$ cat config.mk
export PLATFORM = sky130hd
export DESIGN_NAME = register_page_selector
export DESIGN_NICKNAME = d
export VERILOG_FILES = /design/src/shared/page_map_pkg.sv /design/src/hdl/byte_store.sv /design/src/hdl/register_page_selector.sv
export SDC_FILE = /design/constraint.sdc
export NUM_CORES = 1
export LEC_CHECK = 0
export BUFFER_PORTS_ARGS = -buffer_cell sky130_fd_sc_hd__buf_4
export CAP_MARGIN = 20
export CORE_ASPECT_RATIO = 0.7
export CORE_MARGIN = 8
export CORE_UTILIZATION = 41
export CTS_CLUSTER_SIZE = 16
export DETAILED_ROUTE_END_ITERATION = 10
export GPL_ROUTABILITY_DRIVEN = 0
export RECOVER_POWER = 25
export SLEW_MARGIN = 20
export SYNTH_ARGS = -nofsm -noshare
export SYNTH_HDL_FRONTEND = slang
export SYNTH_HIERARCHICAL = 1
export SYNTH_SLANG_ARGS = --single-unit
$ cat constraint.sdc
create_clock -name clk -period 10.95 [get_ports clk]
set_clock_uncertainty 0.05 [all_clocks]
set_input_delay 0.5475 -clock clk [delete_from_list [all_inputs] [get_ports clk]]
set_output_delay 0.5475 -clock clk [all_outputs]
set_load 0.02 [all_outputs]
$ cat src/shared/page_map_pkg.sv
package page_map_pkg;
  // ****************************************************************
  // Address map
  // ****************************************************************
  localparam int ADDR_W = 7;              // Register address width
  localparam int DATA_W = 8;              // Register data width
  localparam logic [6:0] PAGE_SEL_ADDR = 7'h7F;   // Selector, every page
  localparam logic [6:0] CTRL_RSVD_LO = 7'h00;    // Lone reserved word
  localparam logic [6:0] CTRL_RSVD_FROM = 7'h34;  // Reserved range start
  localparam logic [6:0] CTRL_RSVD_TO = 7'h7E;    // Reserved range end
  localparam logic [6:0] CTRL_STATUS_ADDR = 7'h02; // Flag status word
  localparam logic [6:0] CTRL_ENABLE_ADDR = 7'h03; // Flag enable word
  localparam int BUF_DEPTH = 48;          // Bytes per C/U buffer page

  // ****************************************************************
  // Page codes and reset values
  // ****************************************************************
  localparam logic [7:0] PAGE_CTRL = 8'h00;
  localparam logic [7:0] PAGE_RX = 8'h01;
  localparam logic [7:0] PAGE_TX = 8'h02;
  localparam logic [7:0] PAGE_TEST = 8'h03;
  localparam logic [7:0] PAGE_SEL_RST = 8'h00;
  localparam logic [7:0] ZERO_BYTE = 8'h00;

  // Arbitrary unlock code, not a real value
  localparam logic [7:0] TEST_UNLOCK_CODE = 8'hA5;
  localparam logic [6:0] TEST_KEY_ADDR = 7'h7E;  // Key word on test page
endpackage

$ cat src/hdl/byte_store.sv
module byte_store
  import page_map_pkg::*;
#(
  parameter int DEPTH = BUF_DEPTH
)
(
  input wire logic clk,
  input wire logic rst_b,
  input wire logic wr_en,
  input wire logic [6:0] wr_idx,
  input wire logic [7:0] wr_data,
  input wire logic [6:0] rd_idx,
  output logic [7:0] rd_data
);
  // ****************************************************************
  // Flip-flop byte array
  // ****************************************************************
  typedef struct packed {
    logic [DEPTH-1:0][7:0] mem;
  } store_s;

  store_s st_r;
  store_s st_nxt;

  // Write one entry per cycle
  always_comb
  begin
    st_nxt = st_r;
    for (int i = 0; i < DEPTH; i++)
    begin
      if (wr_en && (int'(wr_idx) == i))
      begin
        st_nxt.mem[i] = wr_data;
      end
    end
  end

  // Register the copy
  always_ff @(posedge clk or negedge rst_b)
  begin
    if (!rst_b)
    begin
      st_r <= '0;
    end
    else
    begin
      st_r <= st_nxt;
    end
  end

  // Out of range reads as zero
  assign rd_data = (int'(rd_idx) < DEPTH) ? st_r.mem[rd_idx] : ZERO_BYTE;
endmodule

$ cat src/hdl/register_page_selector.sv
// How it works
// - Host writes selector to change page
// - Selector decoded at 0x7F, every page
// - Codes 00..03 pick ctrl, rx, tx, test
// - Rx page holds last received block bits
// - Tx page host writable, readable back
// - Test page locked until unlock code
// - Ctrl 0x00 and 0x34..0x7E reserved
// - Status flags raise interrupt when enabled
module register_page_selector
  import page_map_pkg::*;
#(
  parameter int DEPTH = BUF_DEPTH,
  parameter int NFLAG = DATA_W
)
(
  input wire logic clk,
  input wire logic rst_b,
  input wire logic wr_en,
  input wire logic rd_en,
  input wire logic [6:0] addr,
  input wire logic [7:0] wr_data,
  output logic [7:0] rd_data,
  input wire logic rx_cu_valid,
  input wire logic [6:0] rx_cu_idx,
  input wire logic [7:0] rx_cu_data,
  input wire logic [6:0] tx_cu_idx,
  output logic [7:0] tx_cu_data,
  input wire logic [NFLAG-1:0] flag_events,
  output logic int_b_oe,
  output logic test_mode,
  output logic [7:0] page_sel
);
  // ****************************************************************
  // State
  // ****************************************************************
  typedef struct packed {
    logic [7:0] page;        // Active page selector
    logic unlocked;          // Test page key accepted
    logic [NFLAG-1:0] stat;  // Sticky flag status
    logic [NFLAG-1:0] ena;   // Interrupt enables
    logic [7:0] rdata;       // Read data holding
  } sel_s;

  sel_s st_r;
  sel_s st_nxt;

  logic sel_hit;        // Selector address
  logic on_ctrl;
  logic on_rx;
  logic on_tx;
  logic on_test;
  logic ctrl_rsvd;      // Reserved control word
  logic [7:0] rx_rd;
  logic [7:0] tx_rd;
  logic tx_wr;
  logic tx_host_rd;     // Host read owns the tx read port

  // ****************************************************************
  // Decode
  // ****************************************************************
  assign sel_hit = (addr == PAGE_SEL_ADDR);
  assign on_ctrl = (st_r.page == PAGE_CTRL);
  assign on_rx = (st_r.page == PAGE_RX);
  assign on_tx = (st_r.page == PAGE_TX);
  assign on_test = (st_r.page == PAGE_TEST);
  assign ctrl_rsvd = (addr == CTRL_RSVD_LO) ||
                     ((addr >= CTRL_RSVD_FROM) && (addr <= CTRL_RSVD_TO));
  // Host buffer writes only land on the tx page
  assign tx_wr = wr_en && on_tx && !sel_hit;
  // One read port only: the host wins for that cycle, fetch sees the host's entry
  assign tx_host_rd = rd_en && on_tx && !sel_hit;

  // Receiver capture buffer, filled by the block receiver
  byte_store #(.DEPTH(DEPTH)) u_rx_buf
  (
    .clk(clk),
    .rst_b(rst_b),
    .wr_en(rx_cu_valid),
    .wr_idx(rx_cu_idx),
    .wr_data(rx_cu_data),
    .rd_idx(addr),
    .rd_data(rx_rd)
  );

  // Transmitter buffer; its one read port is shared by host reads and the audio_transmitter feed
  byte_store #(.DEPTH(DEPTH)) u_tx_buf
  (
    .clk(clk),
    .rst_b(rst_b),
    .wr_en(tx_wr),
    .wr_idx(addr),
    .wr_data(wr_data),
    .rd_idx(tx_host_rd ? addr : tx_cu_idx),
    .rd_data(tx_rd)
  );

  // ****************************************************************
  // Next state
  // ****************************************************************
  always_comb
  begin
    st_nxt = st_r;
    // Set wins over a clear in the same cycle
    if (wr_en && on_ctrl && (addr == CTRL_STATUS_ADDR))
    begin
      st_nxt.stat = st_r.stat & ~wr_data[NFLAG-1:0];
    end
    st_nxt.stat = st_nxt.stat | flag_events;
    if (wr_en && sel_hit)
    begin
      st_nxt.page = wr_data;
    end
    else if (wr_en && on_ctrl && (addr == CTRL_ENABLE_ADDR))
    begin
      st_nxt.ena = wr_data[NFLAG-1:0];
    end
    else if (wr_en && on_test && (addr == TEST_KEY_ADDR))
    begin
      // Wrong key relocks the page
      st_nxt.unlocked = (wr_data == TEST_UNLOCK_CODE);
    end
    // Read mux; reserved and unknown locations give zero
    if (rd_en)
    begin
      if (sel_hit)
      begin
        st_nxt.rdata = st_r.page;
      end
      else if (on_ctrl && ctrl_rsvd)
      begin
        st_nxt.rdata = ZERO_BYTE;
      end
      else if (on_ctrl && (addr == CTRL_STATUS_ADDR))
      begin
        st_nxt.rdata = st_r.stat;
      end
      else if (on_ctrl && (addr == CTRL_ENABLE_ADDR))
      begin
        st_nxt.rdata = st_r.ena;
      end
      else if (on_rx)
      begin
        st_nxt.rdata = rx_rd;
      end
      else if (on_tx)
      begin
        st_nxt.rdata = tx_rd;
      end
      else
      begin
        st_nxt.rdata = ZERO_BYTE;
      end
    end
  end

  // Register the copy
  always_ff @(posedge clk or negedge rst_b)
  begin
    if (!rst_b)
    begin
      st_r <= '{page: PAGE_SEL_RST, unlocked: 1'b0, stat: '0, ena: '0,
                rdata: ZERO_BYTE};
    end
    else
    begin
      st_r <= st_nxt;
    end
  end

  // ****************************************************************
  // Outputs
  // ****************************************************************
  assign rd_data = st_r.rdata;
  assign page_sel = st_r.page;
  assign tx_cu_data = tx_rd;
  // Open-drain pull low while any enabled flag stands
  assign int_b_oe = |(st_r.stat & st_r.ena);
  // Test mode stands while the test page is selected and the key is accepted
  assign test_mode = on_test && st_r.unlocked;

  // ****************************************************************
  // Checks
  // ****************************************************************
  chk_sel_write: assert property (@(posedge clk) disable iff (!rst_b)
    wr_en && sel_hit |=> page_sel == $past(wr_data))
    else $error("selector write not taken");
  chk_sel_read: assert property (@(posedge clk) disable iff (!rst_b)
    rd_en && sel_hit |=> rd_data == $past(page_sel))
    else $error("selector not readable");
  chk_rsvd_zero: assert property (@(posedge clk) disable iff (!rst_b)
    rd_en && on_ctrl && ctrl_rsvd && !sel_hit |=> rd_data == 8'h00)
    else $error("reserved word not zero");
  chk_test_lock: assert property (@(posedge clk) disable iff (!rst_b)
    test_mode |-> page_sel == PAGE_TEST)
    else $error("test mode off test page");
  chk_lock_key: assert property (@(posedge clk) disable iff (!rst_b)
    wr_en && on_test && addr == TEST_KEY_ADDR && wr_data != TEST_UNLOCK_CODE
    |=> !test_mode)
    else $error("wrong key unlocked");
  chk_irq_set: assert property (@(posedge clk) disable iff (!rst_b)
    |(flag_events & st_r.ena) && !(wr_en && on_ctrl && addr == CTRL_ENABLE_ADDR)
    |=> int_b_oe)
    else $error("interrupt not raised");
  chk_tx_back: assert property (@(posedge clk) disable iff (!rst_b)
    tx_wr && (int'(addr) < DEPTH) ##1 !wr_en ##1
    (rd_en && on_tx && addr == $past(addr, 2)) |=> rd_data == $past(wr_data, 3))
    else $error("tx readback mismatch");
  chk_rx_read: assert property (@(posedge clk) disable iff (!rst_b)
    rd_en && on_rx && !sel_hit |=> rd_data == $past(rx_rd))
    else $error("rx buffer read wrong");
  chk_page_hold: assert property (@(posedge clk) disable iff (!rst_b)
    !(wr_en && sel_hit) |=> $stable(page_sel))
    else $error("page changed without write");
  cov_page_rx: cover property (@(posedge clk) disable iff (!rst_b)
    wr_en && sel_hit && wr_data == PAGE_RX);
  cov_page_tx: cover property (@(posedge clk) disable iff (!rst_b) tx_wr);
  cov_unlock: cover property (@(posedge clk) disable iff (!rst_b) test_mode);
  cov_irq: cover property (@(posedge clk) disable iff (!rst_b) int_b_oe);
endmodule

==> results by group <==
Critical path
  – Endpoint kind of the worst setup timing path: asynchronous set/reset pin
  – Required @ worst endpoint: 11.52 ns
  – Setup Crit Path Kind: in -> async
  – Ordered list of cells on the worst path: dlygate4sd3_1, clkbuf_1, buf_4, buf_12
  – Startpoint class of the critical path: input pin
  – Crit-path max FO: 160
  – Data arrival time of the worst path: 7.39 ns
  – Standard cell with the maximum stage delay on the critical path: sky130_fd_sc_hd__clkbuf_1
  – CP max stage delay: 4.07 ns

STA
  – Time the final worst path needs with I/O delays and setup: 6.82 ns
  – Max-slew violation count: 108
  – Setup repair after global routing missed its margin: false
  – Max Clock Freq: 147 MHz
  – Fraction of the cycle the final worst path needs: 0.623
  – Number of failing setup endpoints in the final timing report: 0
  – Post-route setup TNS: 0 ns
  – Actual transition at the worst max-transition pin: 5.88 ns
  – Rel. slew slack: -2.92
  – Final hold viol count: 0

Clock tree
  – Total clock buffers created by CTS: 83
  – Htree depth: 3
  – Cells resized by post-CTS repair: 0
  – Worst-path clk slew: 0.06 ns
  – Number of hold-repair buffers added at the cts stage: 1
  – Skew-Pair Late Insertion Delay: 0.64 ns
  – TritonCTS clock tree: done
  – Cell at the root of the clock tree: sky130_fd_sc_hd__clkbuf_16
  – Setup Fix Bufs, Post-CTS: 0
  – Buffer depth of the longest clock path: 3
  – CTS sink cnt: 801

Detailed routing
  – Total detailed-routing wirelength: 100,000 um
  – Via-per-instance ratio: 5.83
  – Overall via count from detail_route: 22,059
  – Number of detailed-routing iterations run before antenna repair: 8
  – Wire per inst: 26.5 um
  – Number of DRC violations after detailed routing: 2
  – Number of nets still failing antenna checks after routing: 0
  – Starting DRT DRC Count: 2,110

Power
  – Leakage dissipation: 19.5 nW
  – Power, Total: 6.67 mW
  – Power Dens Cells: 160 nW/um2
  – Max IR drop VDD: 0.0000955 V

Global route
  – Initial antenna violation count: 1
  – Pin count of the biggest net entering global routing: 161
  – Remaining global-route overflow: 0
  – Global-route usage over all layers: 0.196
  – Number of global-route vias before repair: 23,329
  – Global-route wire length before repair: 153,000 um

Floorplanning
  – Row count: 92
  – Overall die area: 101,000 um2
  – Die Span Y: 269 um
  – Initial standard-cell utilization of the core: 0.415
  – Die span in x: 377 um
  – Std-Cell Core Area: 90,200 um2
  – Top-level port count: 76

Placed design
  – DPL Wire Length: 65,100 um
  – Number of port buffers: 75

Yosys
  – Share of the synthesized area in the top cell type: 0.535
  – Leading post-synthesis cells by cell area: sky130_fd_sc_hd__dfrtp_1, sky130_fd_sc_hd__mux2_2, sky130_fd_sc_hd__mux4_2
  – Post-synthesis register bit count: 801
  – Cell area after synthesis: 37,500 um2
  – Share of synthesized flip-flops with an asynchronous set or reset: 1.00
  – Portion of the post-synthesis area used by sequential elements: 0.535
  – Number of enable-type register cells in the synthesized netlist: 0
  – Cell taking the most area after synthesis: sky130_fd_sc_hd__dfrtp_1
  – Count of synthesis-stage warnings from yosys: 6
  – Most used flip-flop cell after synthesis: sky130_fd_sc_hd__dfrtp_1
  – Synthesized Nets: 2,539
  – Mean post-synth cell area: 15.1 um2
  – Post-synth top cells: sky130_fd_sc_hd__mux2_2, sky130_fd_sc_hd__dfrtp_1, sky130_fd_sc_hd__mux4_2, sky130_fd_sc_hd__nand2_1, sky130_fd_sc_hd__clkbuf_1
  – Count of distinct cell types in the synthesized netlist: 55
  – Most common cell in the netlist: sky130_fd_sc_hd__mux2_2
  – Gate count after technology mapping: 2,489

Layout
  – Fraction of layout cells with a size suffix above 1: 0.493
  – Area used by multi-input combinational logic: 16,400 um2
  – Seq. cell area: 20,000 um2
  – Fill cell total of the finished layout: 7,883
  – Number of nets at the end of the flow: 2,545
  – Synth-to-layout area growth: 10.9%

Hold path
  – Min-delay worst type: in -> reg

Run status
  – Violated checks: design-rule violations, max-capacitance violations, max-slew violations
  – Status: complete, but fails checks

Job
  – Max-cap viol count: 1
-- stage by stage --
stage	worst slack [ns]	cell area, um2	hold WS [ns]	cells	utilization
3_5_place_dp	5.07	38900	0.437	3631	0.431
3_3_place_gp	4.75	38900	0.432	3631	0.431
5_1_grt	2.96	41600	0.0196	3780	0.460
2_1_floorplan	7.29	37500	0.202	2489	-
4_1_cts	4.41	41800	0.00331	3779	0.463
6_report	4.13	41600	0.0440	3781	0.460
-- cell type report --
cell class / count / share of cell area
inverters: 6 / 0.000572
flip-flops and latches: 801 / 0.482
diodes: 2 / 0.000120
multi-input cells: 1507 / 0.395
clock buffers: 124 / 0.0605
well taps: 1222 / 0.0368
repair buffers: 96 / 0.0166
clock inverters: 23 / 0.00807
-- path summary, 6_finish.rpt --
| kind | start | end | slack (ns) | depth (start not counted) |
|---|---|---|---|---|
| setup / recovery | rst_b | u_tx_buf/st_r[255]$_DFFE_PN0P_ | 4.13 | 4 |
| hold / removal | flag_events[4] | st_r[20]$_DFF_PN0_ | 0.04 | 2 |
| setup reg to reg | page_sel[1]$_DFFE_PN0N_ | rd_data[6]$_DFFE_PN0P_ | 5.00 | 15 |
| hold reg to reg | u_rx_buf/st_r[319]$_DFFE_PN0P_ | u_rx_buf/st_r[319]$_DFFE_PN0P_ | 0.45 | 1 |
| max in group clk | page_sel[1]$_DFFE_PN0N_ | tx_cu_data[6] | 4.27 | 12 |
| min in group asynchronous | rst_b | u_rx_buf/st_r[71]$_DFFE_PN0P_ | 2.60 | 2 |
-- cells in the final DEF, fill, tap and decap left out, types with 21 or more instances in the layout --
| cell | count |
|---|---|
| sky130_fd_sc_hd__nor2_2 | 21 |
| sky130_fd_sc_hd__clkbuf_8 | 24 |
| sky130_fd_sc_hd__mux2i_1 | 56 |
| sky130_fd_sc_hd__mux4_2 | 168 |
| sky130_fd_sc_hd__mux2_2 | 829 |
| sky130_fd_sc_hd__o22ai_1 | 22 |
| sky130_fd_sc_hd__dfrtp_1 | 801 |
| sky130_fd_sc_hd__nor2_1 | 73 |
| sky130_fd_sc_hd__buf_4 | 75 |
| sky130_fd_sc_hd__nand2_1 | 118 |
| sky130_fd_sc_hd__o21ai_0 | 21 |
| sky130_fd_sc_hd__clkbuf_1 | 32 |
| sky130_fd_sc_hd__clkbuf_16 | 85 |
-- cells by family after synthesis --
group / Yosys count / synth area share
muxes: 1073 / 0.372
buffers and inverters: 181 / 0.0237
AOI/OAI and AO/OA: 138 / 0.0260
and+or+nand+nor: 296 / 0.0434
DFF: 801 / 0.535
-- metal layers --
| metal | wire length, um | track usage | part of all wire |
|---|---|---|---|
| met5 | 0 | 0 | 0 |
| met1 | 49300 | 0.305 | 0.49 |
| met4 | 2020 | 0.0462 | 0.020 |
| met3 | 5790 | 0.0370 | 0.058 |
| met2 | 42900 | 0.283 | 0.43 |
-- registers in the layout, summed over array words and instances (netlist names) --
register / flops
st_r: 17
u_rx_buf/st_r: 384
u_tx_buf/st_r: 384
page_sel: 8
rd_data: 8
-- power breakdown --
group	switching (mW)	internal (mW)	total (mW)
Clock	1.19	1.75	2.94
Sequential	0.0699	3.09	3.16
Combinational	0.330	0.236	0.566
-- worst max-delay path, delay by kind of cell --
| kind | cells | cell delay (ns) |
|---|---|---|
| buf+inv | 4 | 6.43 |
No activity file was read; power rests on OpenSTA's default activity.
